File: config.mk
export PLATFORM = sky130hd
export DESIGN_NAME = dgc_top
export DESIGN_NICKNAME = d
export VERILOG_FILES = /design/src/common/dgc_pkg.sv /design/src/rtl/dgc_sync.sv /design/src/rtl/dgc_div.sv /design/src/rtl/dgc_top.sv
export SDC_FILE = /design/constraint.sdc
export NUM_CORES = 1
export LEC_CHECK = 0
export ABC_AREA = 1
export BUFFER_PORTS_ARGS = -buffer_cell sky130_fd_sc_hd__buf_2
export CORE_ASPECT_RATIO = 0.7
export CORE_UTILIZATION = 35
export CTS_BUF_LIST = sky130_fd_sc_hd__clkbuf_8
export DETAILED_ROUTE_END_ITERATION = 10
export PLACE_DENSITY = 0.57
export SLEW_MARGIN = 20
export SYNTH_ARGS = -nofsm -noshare
export SYNTH_HDL_FRONTEND = slang
export SYNTH_SLANG_ARGS = --single-unit
File: constraint.sdc
create_clock -name pclk -period 4.05 [get_ports pclk]
set_input_delay 0.81 -clock pclk [delete_from_list [all_inputs] [get_ports pclk]]
set_output_delay 0.81 -clock pclk [all_outputs]
set_load 0.02 [all_outputs]
File: src/common/dgc_pkg.sv
// Register map, field layout, reset values and types of the digitizer
// acquisition control block.
// Assumes one clock, pclk, that also serves as the acquisition clock.
package dgc_pkg;
  localparam int CLK_HZ = 25_000_000;
  localparam int CLK_PERIOD_NS = 1_000_000_000 / CLK_HZ;

  // Register byte addresses.
  localparam logic [11:0] A_MODE = 12'h000;
  localparam logic [11:0] A_CLK  = 12'h004;
  localparam logic [11:0] A_CHAN = 12'h008;
  localparam logic [11:0] A_OFS  = 12'h00C;
  localparam logic [11:0] A_DIO  = 12'h010;
  localparam logic [11:0] A_STAT = 12'h014;
  localparam logic [11:0] A_TSL  = 12'h018;
  localparam logic [11:0] A_TSH  = 12'h01C;
  localparam logic [11:0] A_TCL  = 12'h020;
  localparam logic [11:0] A_TCH  = 12'h024;
  localparam logic [11:0] A_WCNT = 12'h028;

  // Field positions.
  localparam int CLK_EXT_B  = 0;
  localparam int CLK_REFI_B = 1;
  localparam int CLK_REFX_B = 2;
  localparam int DIV_LSB    = 3;
  localparam int DSC_LSB    = 8;
  localparam int CH_DUAL_B  = 0;
  localparam int CH_SEL_B   = 1;
  localparam int GAIN0_LSB  = 4;
  localparam int GAIN1_LSB  = 8;
  localparam int OFS1_LSB   = 16;
  localparam int DIO_IN_B   = 0;
  localparam int DIO_SEL_LSB = 1;
  localparam int ST_RDONE_B = 5;
  localparam int ST_TSREQ_B = 6;
  localparam int ST_LOCK_B  = 7;

  // Limits and counts.
  localparam logic [4:0] DIV_MIN  = 5'h01;
  localparam logic [4:0] DIV_MAX  = 5'h14;
  localparam logic [2:0] DSC_MAX  = 3'h5;
  localparam logic [2:0] GAIN_MAX = 3'h5;
  localparam logic [5:0] THR_SLOTS = 6'h08;
  localparam logic [5:0] PKT_WORDS = 6'h10;

  typedef enum logic [4:0] {
    M_STBY = 5'h01,
    M_RAM  = 5'h02,
    M_XFER = 5'h04,
    M_BUF  = 5'h08,
    M_OFFL = 5'h10
  } dgc_mode_e;

  localparam logic [1:0] DIO_LOW  = 2'h0;
  localparam logic [1:0] DIO_TRIG = 2'h1;
  localparam logic [1:0] DIO_CLK2 = 2'h2;
  localparam logic [1:0] DIO_HIGH = 2'h3;

  typedef struct packed {
    logic        clk_ext;
    logic        clkin_ref;
    logic        ref_ext;
    logic [4:0]  div;
    logic [2:0]  dsc;
    logic        dual;
    logic        sel;
    logic [2:0]  gain0;
    logic [2:0]  gain1;
    logic [11:0] ofs0;
    logic [11:0] ofs1;
    logic        dio_in;
    logic [1:0]  dio_sel;
  } dgc_cfg_s;

  localparam dgc_cfg_s CFG_RST = '{div: DIV_MIN, dual: 1'b1,
                                   dio_in: 1'b1, default: '0};

  typedef struct packed {
    logic [13:0] ch0;
    logic [13:0] ch1;
  } dgc_smp_s;
endpackage : dgc_pkg

File: src/rtl/dgc_sync.sv
// Three-stage synchroniser for a pin, with an agreement filter.
// Assumes the pin toggles far slower than pclk; faster edges are missed.
`timescale 1ns/1ps
module dgc_sync (
  // Clock and reset
  input  wire logic pclk,
  input  wire logic presetn,
  // Pin and filtered result
  input  wire logic pin,
  output logic      lvl,
  output logic      rise
);
  import dgc_pkg::*;

  typedef struct packed {
    logic [2:0] sh;
    logic       lvl;
    logic       rise;
  } dgc_sync_s;

  dgc_sync_s st_r;
  dgc_sync_s st_nxt;

  always_comb begin
    st_nxt = st_r;
    st_nxt.sh = {st_r.sh[1:0], pin};
    st_nxt.rise = 1'b0;
    if (st_r.sh[2] == st_r.sh[1] && st_r.sh[1] != st_r.lvl) begin
      st_nxt.lvl = st_r.sh[1];
      st_nxt.rise = st_r.sh[1];
    end
  end

  always_ff @(posedge pclk or negedge presetn) begin
    if (!presetn) begin
      st_r <= '0;
    end else begin
      st_r <= st_nxt;
    end
  end

  assign lvl = st_r.lvl;
  assign rise = st_r.rise;
endmodule : dgc_sync

File: src/rtl/dgc_div.sv
// Event divider: counts ticks in groups of ratio and flags the first and
// last tick of each group. A ratio of zero acts as one.
`timescale 1ns/1ps
module dgc_div (
  // Clock and reset
  input  wire logic       pclk,
  input  wire logic       presetn,
  // Control
  input  wire logic       clr,
  input  wire logic       tick,
  input  wire logic [5:0] ratio,
  // Group marks
  output logic            first,
  output logic            last
);
  import dgc_pkg::*;

  typedef struct packed {
    logic [5:0] cnt;
  } dgc_div_s;

  dgc_div_s st_r;
  dgc_div_s st_nxt;

  always_comb begin
    st_nxt = st_r;
    first = tick && st_r.cnt == 6'h00;
    last = tick && (st_r.cnt + 6'h01 >= ratio);
    if (clr) begin
      st_nxt.cnt = 6'h00;
    end else if (tick) begin
      st_nxt.cnt = last ? 6'h00 : st_r.cnt + 6'h01;
    end
  end

  always_ff @(posedge pclk or negedge presetn) begin
    if (!presetn) begin
      st_r <= '0;
    end else begin
      st_r <= st_nxt;
    end
  end
endmodule : dgc_div

File: src/rtl/dgc_top.sv
// Acquisition control: APB registers, clock selection, sample thinning,
// packing, operating modes, memory interleave and host stream.
// Assumes pclk is the acquisition clock and the ADC answers adc_conv.
// Functional notes
// - External clock is divided by an integer from 1 to 20.
// - Samples may be discarded at ratios 1, 2, 4, 8, 16, 32.
// - Dual or single channel capture; single picks channel one or two.
// - Connector output: low, synced trigger, clock over two, or high.
// - Connector as input: each pulse requests a timestamp.
// - Clock connector feeds the ADC or the synthesizer reference.
// - Synthesizer reference is internal or external, as selected.
// - Standby moves no data.
// - RAM acquisition writes memory only, nothing to the host.
// - Transfer mode reads memory out, only after a finished capture.
// - Buffered mode captures and streams, memory used as FIFO.
// - Offload mode sends samples out and streams the result back.
// - Buffered mode alternates write and read packets; reads keep to read packets, writes do not.
// - Each 14-bit sample takes one 16-bit word.
// - Host stream is held to seven eighths of the pclk slots.
// - Each channel has a 12-bit offset code.
// - Each channel selects one of six gain ranges.
// - Leaving standby clears the timestamp; it counts acquisition ticks.
`timescale 1ns/1ps
module dgc_top #(
  parameter logic [27:0] ACTIVE_WORDS = 28'h8000000
) (
  // Clock and reset
  input  wire logic              pclk,
  input  wire logic              presetn,
  // APB slave
  input  wire logic [11:0]       paddr,
  input  wire logic              psel,
  input  wire logic              penable,
  input  wire logic              pwrite,
  input  wire logic [31:0]       pwdata,
  output logic [31:0]            prdata,
  output logic                   pready,
  output logic                   pslverr,
  // Clock tree and front end
  input  wire logic              synth_tick,
  input  wire logic              synth_locked,
  input  wire logic              ext_clk_pin,
  output dgc_pkg::dgc_cfg_s      fe_cfg,
  output logic                   adc_conv,
  // Converter samples
  input  wire logic              adc_valid,
  input  wire dgc_pkg::dgc_smp_s adc_smp,
  // Trigger and digital connector
  input  wire logic              trig_pin,
  input  wire logic              dio_i,
  output logic                   dio_o,
  output logic                   dio_oe,
  // Sample memory
  output logic                   mem_wr_valid,
  output logic [31:0]            mem_wr_data,
  output logic                   mem_wr_pkt,
  input  wire logic              mem_rd_valid,
  input  wire logic [31:0]       mem_rd_data,
  output logic                   mem_rd_ready,
  // Processing offload device
  output logic                   offload_tx_valid,
  output logic [31:0]            offload_tx_data,
  input  wire logic              offload_rx_valid,
  input  wire logic [31:0]       offload_rx_data,
  output logic                   offload_rx_ready,
  // Host stream
  output logic                   host_valid,
  output logic [31:0]            host_data,
  input  wire logic              host_ready,
  // Status
  output dgc_pkg::dgc_mode_e     mode
);
  import dgc_pkg::*;

  typedef struct packed {
    dgc_mode_e   state;
    dgc_cfg_s    cfg;
    dgc_cfg_s    act;
    logic [31:0] prdata;
    logic        pready;
    logic        pslverr;
    logic [63:0] ts;
    logic [63:0] tcap;
    logic        ts_pend;
    logic        rdone;
    logic [27:0] wr_cnt;
    logic [27:0] rd_cnt;
    logic        half;
    logic [15:0] lo;
    logic        mem_wr_valid;
    logic [31:0] mem_wr_data;
    logic        mem_wr_pkt;
    logic        mem_rd_ready;
    logic        tx_valid;
    logic [31:0] tx_data;
    logic        rx_ready;
    logic        host_valid;
    logic [31:0] host_data;
    logic        adc_conv;
    logic        clk2;
    logic        dio_o;
    logic        dio_oe;
  } dgc_st_s;

  localparam dgc_st_s ST_RST = '{state: M_STBY, cfg: CFG_RST,
                                 act: CFG_RST, default: '0};

  dgc_st_s st_r;
  dgc_st_s st_nxt;

  logic ext_rise;
  logic dio_rise;
  logic trig_lvl;
  logic ext_first;
  logic dsc_first;
  logic thr_blk;
  logic pkt_last;
  logic acq_tick;
  logic capturing;

  // The external clock is sampled, so it must run well below pclk.
  dgc_sync u_ext_sync (
    .pclk    (pclk),
    .presetn (presetn),
    .pin     (ext_clk_pin),
    .lvl     (),
    .rise    (ext_rise)
  );

  dgc_sync u_dio_sync (
    .pclk    (pclk),
    .presetn (presetn),
    .pin     (dio_i),
    .lvl     (),
    .rise    (dio_rise)
  );

  dgc_sync u_trig_sync (
    .pclk    (pclk),
    .presetn (presetn),
    .pin     (trig_pin),
    .lvl     (trig_lvl),
    .rise    ()
  );

  dgc_div u_ext_div (
    .pclk    (pclk),
    .presetn (presetn),
    .clr     (st_r.state == M_STBY),
    .tick    (ext_rise),
    .ratio   ({1'b0, st_r.act.div}),
    .first   (ext_first),
    .last    ()
  );

  dgc_div u_dsc_div (
    .pclk    (pclk),
    .presetn (presetn),
    .clr     (!capturing),
    .tick    (adc_valid),
    .ratio   (6'(6'h01 << st_r.act.dsc)),
    .first   (dsc_first),
    .last    ()
  );

  dgc_div u_thr_div (
    .pclk    (pclk),
    .presetn (presetn),
    .clr     (1'b0),
    .tick    (1'b1),
    .ratio   (THR_SLOTS),
    .first   (thr_blk),
    .last    ()
  );

  dgc_div u_pkt_div (
    .pclk    (pclk),
    .presetn (presetn),
    .clr     (st_r.state != M_BUF),
    .tick    (1'b1),
    .ratio   (PKT_WORDS),
    .first   (),
    .last    (pkt_last)
  );

  assign acq_tick = st_r.act.clk_ext ? ext_first : synth_tick;
  assign capturing = st_r.state inside {M_RAM, M_BUF, M_OFFL};

  always_comb begin
    logic        acc;
    logic        wr;
    logic        hit;
    logic [31:0] rd;
    logic        wv;
    logic [31:0] word;
    logic [13:0] s;
    logic [27:0] fill;
    acc = psel && penable;
    wr = acc && st_r.pready && pwrite;
    hit = 1'b1;
    rd = 32'h0000_0000;
    wv = 1'b0;
    word = 32'h0000_0000;
    s = st_r.act.sel ? adc_smp.ch1 : adc_smp.ch0;
    fill = st_r.wr_cnt - st_r.rd_cnt;
    st_nxt = st_r;
    st_nxt.pready = 1'b0;
    st_nxt.pslverr = 1'b0;
    st_nxt.mem_wr_valid = 1'b0;
    st_nxt.tx_valid = 1'b0;
    st_nxt.adc_conv = acq_tick;

    // Register read, answered one cycle into the access phase.
    unique case (paddr)
      A_MODE: rd = {27'h0, st_r.state};
      A_CLK: rd = {21'h0, st_r.cfg.dsc, st_r.cfg.div, st_r.cfg.ref_ext,
                   st_r.cfg.clkin_ref, st_r.cfg.clk_ext};
      A_CHAN: rd = {21'h0, st_r.cfg.gain1, 1'b0, st_r.cfg.gain0,
                    2'h0, st_r.cfg.sel, st_r.cfg.dual};
      A_OFS: rd = {4'h0, st_r.cfg.ofs1, 4'h0, st_r.cfg.ofs0};
      A_DIO: rd = {29'h0, st_r.cfg.dio_sel, st_r.cfg.dio_in};
      A_STAT: rd = {24'h0, synth_locked, st_r.ts_pend, st_r.rdone,
                    st_r.state};
      A_TSL: rd = st_r.ts[31:0];
      A_TSH: rd = st_r.ts[63:32];
      A_TCL: rd = st_r.tcap[31:0];
      A_TCH: rd = st_r.tcap[63:32];
      A_WCNT: rd = {4'h0, st_r.wr_cnt};
      default: hit = 1'b0;
    endcase
    if (acc && !st_r.pready) begin
      st_nxt.pready = 1'b1;
      st_nxt.pslverr = !hit;
      st_nxt.prdata = (pwrite || !hit) ? 32'h0000_0000 : rd;
    end

    // Configuration writes land in the shadow copy.
    if (wr && paddr == A_CLK) begin
      st_nxt.cfg.clk_ext = pwdata[CLK_EXT_B];
      st_nxt.cfg.clkin_ref = pwdata[CLK_REFI_B];
      st_nxt.cfg.ref_ext = pwdata[CLK_REFX_B];
      st_nxt.cfg.div = pwdata[DIV_LSB +: 5];
      if (pwdata[DIV_LSB +: 5] < DIV_MIN) begin
        st_nxt.cfg.div = DIV_MIN;
      end else if (pwdata[DIV_LSB +: 5] > DIV_MAX) begin
        st_nxt.cfg.div = DIV_MAX;
      end
      st_nxt.cfg.dsc = pwdata[DSC_LSB +: 3];
      if (pwdata[DSC_LSB +: 3] > DSC_MAX) begin
        st_nxt.cfg.dsc = DSC_MAX;
      end
    end
    if (wr && paddr == A_CHAN) begin
      st_nxt.cfg.dual = pwdata[CH_DUAL_B];
      st_nxt.cfg.sel = pwdata[CH_SEL_B];
      st_nxt.cfg.gain0 = pwdata[GAIN0_LSB +: 3];
      st_nxt.cfg.gain1 = pwdata[GAIN1_LSB +: 3];
      if (pwdata[GAIN0_LSB +: 3] > GAIN_MAX) begin
        st_nxt.cfg.gain0 = GAIN_MAX;
      end
      if (pwdata[GAIN1_LSB +: 3] > GAIN_MAX) begin
        st_nxt.cfg.gain1 = GAIN_MAX;
      end
    end
    if (wr && paddr == A_OFS) begin
      st_nxt.cfg.ofs0 = pwdata[11:0];
      st_nxt.cfg.ofs1 = pwdata[OFS1_LSB +: 12];
    end
    if (wr && paddr == A_DIO) begin
      st_nxt.cfg.dio_in = pwdata[DIO_IN_B];
      st_nxt.cfg.dio_sel = pwdata[DIO_SEL_LSB +: 2];
    end
    // A running capture never sees a half-written setup.
    if (st_r.state == M_STBY) begin
      st_nxt.act = st_r.cfg;
    end

    // Timestamp requests; a pulse in the clearing cycle survives.
    if (wr && paddr == A_STAT && pwdata[ST_TSREQ_B]) begin
      st_nxt.ts_pend = 1'b0;
    end
    if (dio_rise && st_r.act.dio_in) begin
      st_nxt.ts_pend = 1'b1;
      st_nxt.tcap = st_r.ts;
    end

    // Connector output and clock over two.
    if (acq_tick) begin
      st_nxt.clk2 = !st_r.clk2;
    end
    st_nxt.dio_oe = !st_r.act.dio_in;
    unique case (st_r.act.dio_sel)
      DIO_LOW: st_nxt.dio_o = 1'b0;
      DIO_TRIG: st_nxt.dio_o = trig_lvl;
      DIO_CLK2: st_nxt.dio_o = st_r.clk2;
      DIO_HIGH: st_nxt.dio_o = 1'b1;
    endcase

    // Sample thinning and packing into 16-bit words.
    if (capturing && adc_valid && dsc_first) begin
      if (st_r.act.dual) begin
        wv = 1'b1;
        word = {2'h0, adc_smp.ch1, 2'h0, adc_smp.ch0};
      end else if (!st_r.half) begin
        st_nxt.half = 1'b1;
        st_nxt.lo = {2'h0, s};
      end else begin
        st_nxt.half = 1'b0;
        wv = 1'b1;
        word = {2'h0, s, st_r.lo};
      end
    end
    if (wv && st_r.state == M_OFFL) begin
      st_nxt.tx_valid = 1'b1;
      st_nxt.tx_data = word;
    end else if (wv && fill != ACTIVE_WORDS) begin
      st_nxt.mem_wr_valid = 1'b1;
      st_nxt.mem_wr_data = word;
      st_nxt.wr_cnt = st_r.wr_cnt + 28'h0000001;
      if (st_r.state == M_RAM &&
          st_r.wr_cnt + 28'h0000001 == ACTIVE_WORDS) begin
        st_nxt.rdone = 1'b1;
        st_nxt.state = M_STBY;
      end
    end

    // Host stream fed from memory or from the offload device.
    if (host_ready && st_r.host_valid) begin
      st_nxt.host_valid = 1'b0;
    end
    if (mem_rd_valid && st_r.mem_rd_ready) begin
      st_nxt.host_valid = 1'b1;
      st_nxt.host_data = mem_rd_data;
      st_nxt.rd_cnt = st_r.rd_cnt + 28'h0000001;
      if (st_r.state == M_XFER &&
          st_r.rd_cnt + 28'h0000001 == st_r.wr_cnt) begin
        st_nxt.state = M_STBY;
      end
    end
    if (offload_rx_valid && st_r.rx_ready) begin
      st_nxt.host_valid = 1'b1;
      st_nxt.host_data = offload_rx_data;
    end

    // Mode changes; leaving a mode is allowed, entering only from standby.
    if (wr && paddr == A_MODE) begin
      unique case (pwdata[4:0])
        M_STBY: st_nxt.state = M_STBY;
        M_RAM, M_BUF, M_OFFL: begin
          if (st_r.state == M_STBY) begin
            st_nxt.state = dgc_mode_e'(pwdata[4:0]);
            st_nxt.wr_cnt = 28'h0000000;
            st_nxt.rd_cnt = 28'h0000000;
            st_nxt.rdone = 1'b0;
            st_nxt.half = 1'b0;
          end
        end
        M_XFER: begin
          if (st_r.state == M_STBY && st_r.rdone) begin
            st_nxt.state = M_XFER;
            st_nxt.rd_cnt = 28'h0000000;
          end
        end
        default: ;
      endcase
    end

    if (st_r.state == M_STBY && st_nxt.state != M_STBY) begin
      st_nxt.ts = 64'h0;
    end else if (st_r.state != M_STBY && acq_tick) begin
      st_nxt.ts = st_r.ts + 64'h1;
    end

    // Buffered mode swaps packet direction every packet slot.
    if (st_nxt.state != M_BUF) begin
      st_nxt.mem_wr_pkt = st_nxt.state == M_RAM;
    end else if (pkt_last) begin
      st_nxt.mem_wr_pkt = !st_r.mem_wr_pkt;
    end
    // One slot in eight is withheld to stay under the host link rate.
    st_nxt.mem_rd_ready = (st_nxt.state == M_XFER ||
                           (st_nxt.state == M_BUF && !st_nxt.mem_wr_pkt)) &&
                          st_nxt.rd_cnt != st_nxt.wr_cnt &&
                          !st_nxt.host_valid && !thr_blk;
    st_nxt.rx_ready = st_nxt.state == M_OFFL &&
                      !st_nxt.host_valid && !thr_blk;
  end

  always_ff @(posedge pclk or negedge presetn) begin
    if (!presetn) begin
      st_r <= ST_RST;
    end else begin
      st_r <= st_nxt;
    end
  end

  assign prdata = st_r.prdata;
  assign pready = st_r.pready;
  assign pslverr = st_r.pslverr;
  assign fe_cfg = st_r.act;
  assign adc_conv = st_r.adc_conv;
  assign dio_o = st_r.dio_o;
  assign dio_oe = st_r.dio_oe;
  assign mem_wr_valid = st_r.mem_wr_valid;
  assign mem_wr_data = st_r.mem_wr_data;
  assign mem_wr_pkt = st_r.mem_wr_pkt;
  assign mem_rd_ready = st_r.mem_rd_ready;
  assign offload_tx_valid = st_r.tx_valid;
  assign offload_tx_data = st_r.tx_data;
  assign offload_rx_ready = st_r.rx_ready;
  assign host_valid = st_r.host_valid;
  assign host_data = st_r.host_data;
  assign mode = st_r.state;
endmodule : dgc_top

==> results.yml <==
sta:
  finalHoldWorstSlack_ns: 0.0780
  report.final.hold_viol_count: 0
  grt_setup_unrepaired: "no"
  final.min_clock_period_ns: 3.94
  fmax_ghz: 0.254
  tightestPinTransition_ns: 1.01
  finClkSkew_ns: 0.0451
  timing.max_slew.rel_slack_pct: 30.7
  setup_total_negative_slack_ns: 0
  finalSetupViolations: 0
  layout_worst_path_cycle_share_pct: 97.2
  finalMaxSlewViolations: 0
cells_and_area:
  layout.core_utilization_pct: 40.6
  drive_above_1_share_pct: 17.9
  seqCellArea_um2: 11700
  fill_cells: 8417
  final_nets: 4312
  design_area_um2: 32800
  areaGrowthSynthToFinish_pct: 14.4
  multi_input_gate_area_um2: 13400
run_status:
  status: "finished, final reports clean"
synth:
  yosys.area.top_type: "sky130_fd_sc_hd__dfrtp_1"
  synth.area.top_cells: "sky130_fd_sc_hd__dfrtp_1, sky130_fd_sc_hd__nand2_1, sky130_fd_sc_hd__nand3_1"
  distinct_cell_type_count_after_synthesis: 68
  yosysTopAreaCellShare_pct: 40.2
  syn_area_um2: 28700
  synthesis.instances: 3874
  synth_ff_type: "sky130_fd_sc_hd__dfrtp_1"
  synth_enable_flop_cells: 0
  synth_top_cells_by_count: "sky130_fd_sc_hd__nand2_1, sky130_fd_sc_hd__inv_1, sky130_fd_sc_hd__dfrtp_1, sky130_fd_sc_hd__nand3_1, sky130_fd_sc_hd__nor2_1"
  postSynthAreaPerCell_um2: 7.41
  synth_seq_cells: 468
  synth_sequential_area_ratio_pct: 40.8
  yosys.cell_count.top_type: "sky130_fd_sc_hd__nand2_1"
  async_reset_ff_share_pct: 100
  ys_warn_count: 0
critical_path:
  start_kind: "register"
  critPathArrivalTime_ns: 4.59
  end_kind: "register"
  critical_path_class: "reg -> reg"
  worst-endpoint-required_ns: 4.70
  critical_path_peak_fanout: 16
detailed_routing:
  dr_total_vias: 27200
  total_iterations_of_the_first_detailed_routing_run: 6
  avgRoutedWirePerCell_um: 19.9
  drc: 0
  number_of_vias_per_cell_after_detailed_routing: 5.19
  drt-total-wl_um: 105000
  detailedRoute.firstIterationViolations: 2698
  postRouteAntennaNets: 0
die:
  fp.coreArea_um2: 80900
  ios: 340
  die_h_um: 242
  die_w_um: 344
  placementRows: 87
  start_util_pct: 35.5
  die_area_um2: 83200
clocking:
  cts_tree: "done"
  cts_htree_levels: 3
  cts.root.buffer_cell: "sky130_fd_sc_hd__clkbuf_8"
  cts_hold_repair.buffers: 0
  clk_transition_reported_paths_ns: 0.06
  clock-sinks: 468
  cts_inserted_buffers: 82
  clock_latency_reported_for_the_late_side_of_the_worst_skew_pair_ns: 0.72
  clock_tree.buffer_depth: 3
place:
  place_area_um2: 30900
  port-buffer-count: 323
  gp_congestion: 0.999
  detailedPlacementHpwl_um: 80800
pwr:
  totalPowerFinal_mw: 16.7
  p_leak_nw: 17.2
  worst_ir_drop_vdd_mv: 0.229
  powerDensity_nw_per_um2: 508
grt:
  grt.met2_usage_pct: 33.6
  global_route.usage.met1_pct: 39.4
  grt_pass1_vias: 25100
  grt_max_degree: 78
  grt_overflow_total: 0
  grt_pass1_wl_um: 159000
  grt.busiest_layer: "met1"
  antenna_violations_before_repair: 0
  globalRouteMet3Util_pct: 5.57
  grt_util_all_layers_pct: 24.8
flow_run:
  max_cap_violations: 0
min_path:
  hp-class: "in -> async"
-- where the power goes --
group	switching [mW]	leakage (nW)	internal, mW
logic	4.56	10.3	2.13
registers	0.263	5.93	5.01
clock network	2.19	0.992	2.52
total	7.02	17.2	9.65
-- area by class of cell --
cell class / count / area share, %
Antenna cell: 2 / 0.0152
Clock inverter: 45 / 0.914
Multi-Input combinational cell: 2603 / 40.8
Clock buffer: 104 / 4.36
Tap cell: 1068 / 4.07
Sequential cell: 468 / 35.7
Inverter: 501 / 5.74
Timing Repair Buffer: 456 / 8.45
-- state kept, by name, indices dropped and copies added (netlist names), 2 cells and up --
name and cells:
u_thr_div.st_r 6, fe_cfg 46, u_pkt_div.st_r 6, u_trig_sync.st_nxt 2, mem_wr_data 28, st_r 248, u_ext_div.st_r 6, u_dio_sync.st_nxt 2
mode 5, host_data 32, u_ext_sync.st_nxt 2, prdata 32, u_dsc_div.st_r 6, offload_tx_data 28
-- timing repair --
item                       in CTS  in global routing
setup endpoints to repair       0                 64
gates resized for setup         0                 40
buffers inserted                0                  2
-- worst max-delay path: stages (launching register included) --
cell                      delay, ns
sky130_fd_sc_hd__dfrtp_1       0.35
sky130_fd_sc_hd__buf_4         0.14
sky130_fd_sc_hd__nand3_2       0.22
sky130_fd_sc_hd__nor2_4        0.23
sky130_fd_sc_hd__xor2_1        0.27
sky130_fd_sc_hd__xor2_1        0.42
sky130_fd_sc_hd__nand4_1       0.14
sky130_fd_sc_hd__nor2_1        0.30
sky130_fd_sc_hd__nand4_1       0.25
sky130_fd_sc_hd__nor2_1        0.14
sky130_fd_sc_hd__nand4_1       0.35
sky130_fd_sc_hd__nand2_1       0.16
sky130_fd_sc_hd__nor2_1        0.06
sky130_fd_sc_hd__nor2_2        0.15
sky130_fd_sc_hd__nand4_4       0.14
sky130_fd_sc_hd__nand2_8       0.17
sky130_fd_sc_hd__buf_12        0.18
sky130_fd_sc_hd__nand3_1       0.08
sky130_fd_sc_hd__nand2_1       0.09
-- cells in the final DEF (no fill, tap or decap), types with 70 or more instances in the layout --
cell type	count
sky130_fd_sc_hd__o21ai_0	257
sky130_fd_sc_hd__nand4_1	93
sky130_fd_sc_hd__nor3_1	76
sky130_fd_sc_hd__dfrtp_1	458
sky130_fd_sc_hd__inv_1	503
sky130_fd_sc_hd__xor2_1	70
sky130_fd_sc_hd__clkbuf_8	104
sky130_fd_sc_hd__nor2_1	268
sky130_fd_sc_hd__nand3_1	364
sky130_fd_sc_hd__nand2_1	955
sky130_fd_sc_hd__buf_2	322
sky130_fd_sc_hd__buf_4	121
-- metrics by stage --
| step | setup WS (ns) | std cells |
|---|---|---|
| 4_1_cts | 0.245 | 5243 |
| 3_5_place_dp | 0.262 | 5094 |
| 5_1_grt | 0.00772 | 5245 |
| 2_1_floorplan | 1.06 | 3886 |
| 3_3_place_gp | 0.289 | 5094 |
| 6_report | 0.112 | 5247 |
-- path summary, 6_finish.rpt --
kind | end | start | cells past startpoint | slack (ns)
max in group asynchronous | st_r[148] | presetn | 2 | 2.96
min in group pclk | u_dio_sync.st_nxt[3] | dio_i | 1 | 0.21
min reg2reg | u_dio_sync.st_nxt[4] | u_dio_sync.st_nxt[3] | 0 | 0.35
max | st_r[308] | st_r[125] | 18 | 0.11
max reg2reg | st_r[308] | st_r[125] | 18 | 0.11
min | offload_tx_data[23] | presetn | 1 | 0.08
-- layer usage --
metal | wire length [um] | part of all wire, %
met4 | 2010 | 1.9
met2 | 42000 | 40
met5 | 0 | 0
met3 | 9200 | 8.8
met1 | 51400 | 49
-- cell families (layout without fill, tap and decap cells) --
family | Yosys count | count (layout) | synth area share [%]
AND/OR/NAND/NOR | 1915 | 1915 | 29.8
buffers and inverters | 815 | 1106 | 13.3
AO/OA/AOI/OAI | 543 | 543 | 11.3
flip-flops | 468 | 468 | 40.8
XOR/XNOR | 73 | 73 | 2.23
adder cells (fa/ha/maj) | 51 | 51 | 2.21
multiplexers | 8 | 8 | 0.314
other | 1 | 15 | 0.0131
No activity file was read; power rests on OpenSTA's default activity.
